[config.mk]
export PLATFORM = sky130hd
export DESIGN_NAME = usbcb_top
export DESIGN_NICKNAME = d
export VERILOG_FILES = /design/src/rtl/usbcb_pkg.sv /design/src/rtl/usbcb_top.sv /design/src/rtl/usbcb_counter.sv
export SDC_FILE = /design/constraint.sdc
export NUM_CORES = 1
export LEC_CHECK = 0
export BUFFER_PORTS_ARGS = -buffer_cell sky130_fd_sc_hd__buf_2
export CORE_MARGIN = 2
export CORE_UTILIZATION = 40
export CTS_CLUSTER_DIAMETER = 80
export DETAILED_ROUTE_END_ITERATION = 6
export PLACE_DENSITY_LB_ADDON = 0.15
export SLEW_MARGIN = 20
export SYNTH_ARGS = -nofsm -noshare
export SYNTH_HDL_FRONTEND = slang
export SYNTH_SLANG_ARGS = --single-unit
[constraint.sdc]
create_clock -name pclk -period 2 [get_ports pclk]
set_input_delay 0 -clock pclk [delete_from_list [all_inputs] [get_ports pclk]]
set_output_delay 0 -clock pclk [all_outputs]
set_load 0.01 [all_outputs]
[src/rtl/usbcb_pkg.sv]
// Behaviour
// (RQ1) ping-pong reset returns pointers to even bank
// (RQ2) module enable switches function-mode logic on/off
// (RQ3) host mode: frame marker sent every 1 ms
// (RQ4) software waits for token idle before command
// (RQ5) host-bit toggle resets all host control logic; code clears only token busy and frame marker timer, not resume state
// (RQ6) software holds resume 10 ms function, 25 ms host
// (RQ7) host resume clear appends low-speed end-of-packet
// (RQ8) received frame marker loads 11-bit frame number
package usbcb_pkg;
  // ****************************************
  // register map
  // ****************************************
  localparam logic [7:0] ctrl_addr = 8'h00;
  localparam logic [7:0] tok_addr = 8'h04;
  localparam logic [7:0] frame_number_low_addr = 8'h08;
  localparam logic [7:0] frmh_addr = 8'h0c;
  localparam logic [7:0] stat_addr = 8'h10;
  // ****************************************
  // control fields
  // ****************************************
  localparam int bit_enable = 0;
  localparam int bit_ppreset = 1;
  localparam int bit_resume = 2;
  localparam int bit_hostmode = 3;
  localparam int bit_tokbusy = 5;
  localparam int bit_frame_marker_enable = 6;
  localparam logic [31:0] ctrl_wmask = 32'h0000004f;
  localparam logic [31:0] ctrl_reset = 32'h00000000;
  localparam logic [31:0] zero_word = 32'h00000000;
  localparam int num_ep = 16;
  localparam int frm_w = 11;
  localparam int frame_number_low_w = 8;
  localparam logic [10:0] frm_one = 11'h001;
  // ****************************************
  // timing
  // ****************************************
  localparam int clk_mhz = 100;
  localparam int sof_period_us = 1000;
  localparam int sof_cycles = sof_period_us * clk_mhz;
  localparam int eop_ns = 1330;
  localparam int eop_cycles = (eop_ns * clk_mhz + 999) / 1000;
  typedef enum logic [1:0] {
    usbcb_idle_type_s = 2'b00,
    usbcb_rsm_type_s = 2'b01,
    usbcb_eop_type_s = 2'b11
  } usbcb_rsm_type;
endpackage

[src/rtl/usbcb_top.sv]
// The register offsets and the APB slave port were chosen for this implementation.
`timescale 1ns/10ps
module usbcb_top #(
  parameter logic [16:0] sof_cyc = 17'(usbcb_pkg::sof_cycles)
) (
  // apb
  input wire logic pclk,
  input wire logic presetn,
  input wire logic psel,
  input wire logic penable,
  input wire logic pwrite,
  input wire logic [7:0] paddr,
  input wire logic [31:0] pwdata,
  output logic [31:0] prdata,
  output logic pready,
  output logic pslverr,
  // link engine side
  input wire logic sof_rx,
  input wire logic [10:0] sof_rx_frame,
  input wire logic token_done,
  output logic module_on,
  output logic pingpong_pointer_reset,
  output logic [15:0] pp_odd,
  output logic host_logic_reset,
  output logic sof_tx,
  output logic resume_drive,
  output logic ls_eop_drive,
  output logic [3:0] token_command,
  output logic token_start
);
  // ****************************************
  // register bus
  // ****************************************
  logic [31:0] ctrl_ff;
  logic [10:0] frame_ff;
  logic tokbusy_ff;
  logic [7:0] tok_ff;
  logic pp_toggle;
  logic wr;
  logic rd_hit;
  logic host_ff;
  logic [1:0] rsm_prev_ff;
  usbcb_pkg::usbcb_rsm_type rsm_ff;
  usbcb_pkg::usbcb_rsm_type nxt_rsm;
  logic [9:0] eop_cnt_ff;
  logic sof_done;

  assign pready = 1'b1;
  assign wr = psel && penable && pwrite;
  assign rd_hit = (paddr == usbcb_pkg::ctrl_addr) || (paddr == usbcb_pkg::tok_addr)
    || (paddr == usbcb_pkg::frame_number_low_addr) || (paddr == usbcb_pkg::frmh_addr)
    || (paddr == usbcb_pkg::stat_addr);
  assign pslverr = psel && penable && !rd_hit;

  always_ff @(posedge pclk or negedge presetn)
  begin
    if (!presetn)
      prdata <= usbcb_pkg::zero_word;
    else if (psel && !penable && !pwrite)
    begin
      unique case (paddr)
        usbcb_pkg::ctrl_addr: prdata <= ctrl_ff | (32'(tokbusy_ff) << usbcb_pkg::bit_tokbusy);
        usbcb_pkg::tok_addr: prdata <= {24'h000000, tok_ff};
        usbcb_pkg::frame_number_low_addr: prdata <= {24'h000000, frame_ff[usbcb_pkg::frame_number_low_w-1:0]};
        usbcb_pkg::frmh_addr: prdata <= {29'h00000000, frame_ff[usbcb_pkg::frm_w-1:usbcb_pkg::frame_number_low_w]};
        usbcb_pkg::stat_addr: prdata <= {15'h0000, 1'b0, pp_odd};
        default: prdata <= usbcb_pkg::zero_word;
      endcase
    end
  end

  // control register; ping-pong reset bit is a self-clearing strobe
  always_ff @(posedge pclk or negedge presetn)
  begin
    if (!presetn)
      ctrl_ff <= usbcb_pkg::ctrl_reset;
    else if (wr && paddr == usbcb_pkg::ctrl_addr)
      ctrl_ff <= pwdata & usbcb_pkg::ctrl_wmask & ~(32'h1 << usbcb_pkg::bit_ppreset);
  end

  assign pingpong_pointer_reset = wr && paddr == usbcb_pkg::ctrl_addr && pwdata[usbcb_pkg::bit_ppreset]; // RQ1
  assign module_on = ctrl_ff[usbcb_pkg::bit_enable]; // RQ2
  assign host_ff = ctrl_ff[usbcb_pkg::bit_hostmode];

  // ****************************************
  // token command; busy shows until engine done
  // ****************************************
  // a write while busy is dropped, guarding against software that skips the check
  always_ff @(posedge pclk or negedge presetn)
  begin
    if (!presetn)
    begin
      tok_ff <= 8'h00;
      tokbusy_ff <= 1'b0;
    end
    else if (host_logic_reset)
      tokbusy_ff <= 1'b0; // RQ5
    else if (wr && paddr == usbcb_pkg::tok_addr && !tokbusy_ff) // RQ4
    begin
      tok_ff <= pwdata[7:0];
      tokbusy_ff <= 1'b1;
    end
    else if (token_done)
      tokbusy_ff <= 1'b0;
  end
  assign token_start = wr && paddr == usbcb_pkg::tok_addr && !tokbusy_ff && !host_logic_reset;
  assign token_command = tok_ff[7:4];

  // ****************************************
  // ping-pong pointers
  // ****************************************
  assign pp_toggle = token_done && module_on;
  always_ff @(posedge pclk or negedge presetn)
  begin
    if (!presetn)
      pp_odd <= 16'h0000;
    else if (pingpong_pointer_reset)
      pp_odd <= 16'h0000; // RQ1
    else if (pp_toggle)
      pp_odd[tok_ff[3:0]] <= ~pp_odd[tok_ff[3:0]];
  end

  // ****************************************
  // host logic reset on host bit toggle
  // ****************************************
  logic host_prev_ff;
  always_ff @(posedge pclk or negedge presetn)
  begin
    if (!presetn)
      host_prev_ff <= 1'b0;
    else
      host_prev_ff <= host_ff;
  end
  assign host_logic_reset = host_prev_ff != host_ff; // RQ5

  // ****************************************
  // frame marker generation
  // ****************************************
  usbcb_counter #(.width(17), .limit(sof_cyc)) u_sof (
    .pclk(pclk),
    .presetn(presetn),
    .clr(host_logic_reset),
    .run(host_ff && ctrl_ff[usbcb_pkg::bit_frame_marker_enable]),
    .done(sof_done)
  );
  always_ff @(posedge pclk or negedge presetn)
  begin
    if (!presetn)
      sof_tx <= 1'b0;
    else
      sof_tx <= sof_done; // RQ3
  end

  // ****************************************
  // frame number capture
  // ****************************************
  always_ff @(posedge pclk or negedge presetn)
  begin
    if (!presetn)
      frame_ff <= 11'h000;
    else if (sof_rx)
      frame_ff <= sof_rx_frame; // RQ8
  end

  // ****************************************
  // resume signalling
  // ****************************************
  always_comb
  begin
    nxt_rsm = rsm_ff;
    unique case (rsm_ff)
      usbcb_pkg::usbcb_idle_type_s:
        if (ctrl_ff[usbcb_pkg::bit_resume])
          nxt_rsm = usbcb_pkg::usbcb_rsm_type_s;
      usbcb_pkg::usbcb_rsm_type_s:
        if (!ctrl_ff[usbcb_pkg::bit_resume])
          nxt_rsm = host_ff ? usbcb_pkg::usbcb_eop_type_s : usbcb_pkg::usbcb_idle_type_s; // RQ7
      usbcb_pkg::usbcb_eop_type_s:
        if (eop_cnt_ff == 10'(usbcb_pkg::eop_cycles - 1))
          nxt_rsm = usbcb_pkg::usbcb_idle_type_s;
      default: nxt_rsm = usbcb_pkg::usbcb_idle_type_s;
    endcase
  end
  always_ff @(posedge pclk or negedge presetn)
  begin
    if (!presetn)
      rsm_ff <= usbcb_pkg::usbcb_idle_type_s;
    else
      rsm_ff <= nxt_rsm;
  end
  always_ff @(posedge pclk or negedge presetn)
  begin
    if (!presetn)
      eop_cnt_ff <= 10'h000;
    else if (rsm_ff == usbcb_pkg::usbcb_eop_type_s)
      eop_cnt_ff <= eop_cnt_ff + 10'h001;
    else
      eop_cnt_ff <= 10'h000;
  end
  // resume length is timed by software, the block only follows the bit
  assign resume_drive = rsm_ff == usbcb_pkg::usbcb_rsm_type_s; // RQ6
  assign ls_eop_drive = rsm_ff == usbcb_pkg::usbcb_eop_type_s;

  // ****************************************
  // checks
  // ****************************************
  a_pp_reset_clear: assert property (@(posedge pclk) disable iff (!presetn)
    pingpong_pointer_reset |=> pp_odd == 16'h0000) else $error("pointers not back to even"); // RQ1
  a_enable_follow: assert property (@(posedge pclk) disable iff (!presetn)
    (wr && paddr == usbcb_pkg::ctrl_addr) |=> module_on == $past(pwdata[usbcb_pkg::bit_enable]))
    else $error("enable wrong"); // RQ2
  a_sof_off: assert property (@(posedge pclk) disable iff (!presetn)
    !(host_ff && ctrl_ff[usbcb_pkg::bit_frame_marker_enable]) [*2] |-> !sof_tx) else $error("sof while disabled"); // RQ3
  a_tok_guard: assert property (@(posedge pclk) disable iff (!presetn)
    tokbusy_ff && !token_done && !host_logic_reset |=> tokbusy_ff && $stable(tok_ff)) else $error("busy lost"); // RQ4
  a_host_reset: assert property (@(posedge pclk) disable iff (!presetn)
    $changed(host_ff) |-> host_logic_reset ##1 (!tokbusy_ff && !sof_tx)) else $error("no host reset"); // RQ5
  a_resume_follow: assert property (@(posedge pclk) disable iff (!presetn)
    $rose(ctrl_ff[usbcb_pkg::bit_resume]) |=> resume_drive) else $error("resume not driven"); // RQ6
  a_eop_host: assert property (@(posedge pclk) disable iff (!presetn)
    resume_drive && !ctrl_ff[usbcb_pkg::bit_resume] && host_ff |=> ls_eop_drive [*3]) else $error("no eop"); // RQ7
  a_frame_load: assert property (@(posedge pclk) disable iff (!presetn)
    sof_rx |=> frame_ff == $past(sof_rx_frame)) else $error("frame not loaded"); // RQ8
endmodule

[src/rtl/usbcb_counter.sv]
`timescale 1ns/10ps
module usbcb_counter #(
  parameter int width = 17,
  parameter logic [16:0] limit = 17'h00001
) (
  // clock and reset
  input wire logic pclk,
  input wire logic presetn,
  // control
  input wire logic clr,
  input wire logic run,
  // status
  output logic done
);
  logic [width-1:0] cnt_ff;

  always_ff @(posedge pclk or negedge presetn)
  begin
    if (!presetn)
      cnt_ff <= '0;
    else if (clr || !run || done)
      cnt_ff <= '0;
    else
      cnt_ff <= cnt_ff + width'(1);
  end

  assign done = run && !clr && (cnt_ff == width'(limit - 17'h00001));
endmodule

==> summary.md <==
| Metric | Value |
|---|---|
| Outcome | `complete, no violations` |
| Detailed Route Iter0 Violations | `112` |
| DRC viols | `0` |
| Antenna violations before repair | `0` |
| Design Area, Final | `5280 µm²` |
| Core area | `10400 µm²` |
| Pre-antenna DRT Iters | `4` |
| Latest clock arrival within the worst-skew pair | `0.35 ns` |
| Crit path capture type | `output pin` |
| Ys Warns | `0` |
| Layout cells sized above 1 | `27.1%` |
| # setup viols final | `0` |
| Die Area | `11600 µm²` |
| GRT Total Usage | `17.8%` |
| Via density | `5.04` |
| Initial core utilization | `41.5%` |
| Tmin final | `1.83 ns` |
| # H-tree levels | `3` |
| Maximum vdd drop | `0.372 mV` |
| Tcrit/Tclk final | `91.4%` |
| Worst setup endpoint | `pingpong_pointer_reset` |
| Final wirelength | `9.84 mm` |
| Total number of vias | `3307` |
| Number of I/O port buffers | `77` |
| Power per cell area | `671 nW/µm²` |
| Static Leakage | `0.00241 µW` |
| Crit path from | `paddr[6]` |
| Gpl congestion | `0.789` |
| First-pass GRT wire length | `16.2 mm` |
| Yosys cell types | `50` |
| Diode count | `0` |
| Worst R2R Path Depth | `5` |
| Die H | `108 µm` |
| Finished Layout Cells | `656` |
| Sink Count | `87` |
| RSZ-0062 raised after global routing | `no` |
| Dpl cells | `616` |
| Grt ovf | `0` |
| Pin count of the biggest net entering global routing | `54` |
| Main synth FF type | `dfrtp_1` |
| Crit Path Max Fanout | `17` |
| Worst EP required | `2.00 ns` |
| WS Path Type | `in2out` |
| Area grow syn2layout | `22.7%` |
| Slew Limit Fails | `0` |
| Synth Area per Inst | `10.4 µm²` |
| Setup TNS | `0 ns` |
| Clock skew | `0.0175 ns` |
| Placement Cell Area | `4800 µm²` |
| Hold_ws | `0.118 ns` |
| Antenna-violating nets left | `0` |
| Clk root buf | `clkbuf_8` |
| Fill cells | `971` |
| Width of the die | `108 µm` |
| Min-Delay Path Class | `in2reg` |
| CTS buffer count | `9` |
| Gate count of the mapped netlist | `413` |
| Reg-to-reg setup timing slack | `0.25 ns` |
| Asr flop ratio synth | `100%` |
| Row count | `37` |
| FF-to-FF Start | `u_sof.cnt_ff[0]` |
| Register area share after synthesis | `50.6%` |
| Max Cap Viol | `0` |
| Post-synth EDFFs | `0` |
| Worst Path Arrival | `1.83 ns` |
| Final hold vios | `0` |
| Final net count | `576` |
| #FFs+latches synth | `87` |
| F_max | `547 MHz` |
| CTS tree | `built` |
| Vias in the first global route | `3184` |
| Mapped Area | `4310 µm²` |
| Crit start category | `input pin` |
| Post-CTS Setup Repair Bufs | `0` |
| WL/cell | `15.0 µm` |
| R2r endpoint | `u_sof.cnt_ff[3]` |
| Ports | `119` |
| Max Root-Sink Buffers | `2` |
| Core Util, Final | `51.0%` |
| Dpl hpwl | `6.98 mm` |
| CTS clk-pin slew, worst paths | `0.09 ns` |
## flip-flops by register name (all words and copies together) (netlist names)
register	flops
u_sof.cnt_ff	17
pp_odd	16
prdata	16
frame_ff	11
eop_cnt_ff	10
tok_ff	8
ctrl_ff	4
rsm_ff	2
host_prev_ff	1
sof_tx	1
tokbusy_ff	1
## worst min path at each step
stage	cells past startpoint	endpoint	slack, ns	from
after floorplan	0	ctrl_ff[0]	-0.30	presetn
after global routing	2	frame_ff[0]	0.10	sof_rx
after CTS	2	frame_ff[0]	0.09	sof_rx
after detailed placement	1	prdata[5]	-0.004	presetn
after global placement	1	prdata[5]	-0.01	presetn
final	2	frame_ff[0]	0.12	sof_rx
## synth_stat cells, types with 2 or more instances
master,count,area (µm²)
and3_1,5,31.3
clkbuf_1,8,30.0
a211oi_1,4,30.0
dfrtp_1,87,2180
nand2_1,33,124
nand3_1,11,55.1
buf_4,22,165
a21oi_1,14,70.1
and2_1,2,12.5
and4_1,3,26.3
nor2_1,49,184
nand4b_1,2,17.5
o22ai_1,2,12.5
ha_1,3,37.5
nor3_1,11,55.1
nor4_1,7,43.8
a22o_1,9,78.8
mux2i_1,13,130
buf_1,2,7.51
a221oi_1,5,43.8
xnor2_1,13,114
xor2_1,11,96.3
nand4_1,9,56.3
inv_1,6,22.5
o21ai_1,6,30.0
conb_1,2,7.51
or4_1,2,15.0
a31oi_1,2,12.5
nor2b_1,2,12.5
o21ai_0,16,80.1
nand2b_1,3,18.8
mux2_2,27,304
buf_2,5,25.0
## where the power goes
part	switching [µW]	internal (µW)	total [µW]
Combinational	125	114	239
Sequential	22.9	1790	1810
Clock	661	835	1500
## layout by cell type (no fill, tap or decap), drive strengths merged, types with 2 or more instances in the layout
cell	Yosys	final
nor2	50	50
mux2	27	27
nand4	9	9
or4	3	3
dlygate4sd3	0	24
nand3	11	11
nand2b	3	3
nand2	33	33
a211oi	4	4
clkbuf	8	9
dfrtp	87	87
nor3	11	11
buf	29	89
o21ai	22	22
mux2i	13	13
bufinv	0	3
a31oi	2	2
ha	3	3
xor2	11	11
a22o	9	9
and3	5	5
nor4	8	8
inv	6	7
xnor2	13	13
a21oi	14	14
o22ai	2	2
a221oi	5	5
and4	3	3
clkinv	0	2
nand4b	2	2
conb	2	17
nor2b	2	2
and2	2	2
## metrics by stage
stage          total power [µW]  setup slack, ns
2_1_floorplan              1960            0.259
3_3_place_gp               2050            0.172
3_5_place_dp               2050            0.138
4_1_cts                    3600           0.0277
5_1_grt                    3700           0.0735
6_report                   3550            0.172
## repair_timing
action	4_1_cts	5_1_grt
resized for setup	0	1
hold endpoints to repair	60	0
endpoints found under the setup margin	0	8
hold buffers	24	0
## layout make-up
| type | instances | area [µm²] | share of cell area (%) |
|---|---|---|---|
| Sequential cell | 87 | 2180 | 41.2 |
| Clock inverter | 7 | 120 | 2.27 |
| Clock buffer | 9 | 124 | 2.34 |
| Inverter | 6 | 22.5 | 0.426 |
| Tap cell | 136 | 170 | 3.22 |
| Multi-Input combinational cell | 298 | 1940 | 36.7 |
| Timing Repair Buffer | 113 | 731 | 13.8 |
## worst max-delay path, cell delays in order
cell	delay, ns
dlygate4sd3_1	0.53
buf_2	0.13
nor3_1	0.24
and4bb_2	0.39
and2_1	0.15
buf_4	0.21
buf_2	0.17
## logic make-up (layout without fill, tap and decap cells)
family          count (synthesis)  after routing  synth area share, %
compound gates                 62             62                 9.12
xor+xnor                       24             24                 4.88
fa+ha+maj                       3              3                0.872
buf+inv                        43            135                 5.81
flops                          87             87                 50.6
mux                            41             41                 10.6
other cells                     2             17                0.174
simple gates                  151            151                 18.0
## metal layers
layer	vias to the layer above	routed length, µm	global-route usage, %
li1	1633	-	-
met3	8	449	3.57
met4	0	119	6.14
met1	1592	4760	25.5
met2	74	4510	26.9
met5	-	0	0
No activity file was read; power rests on OpenSTA's default activity.
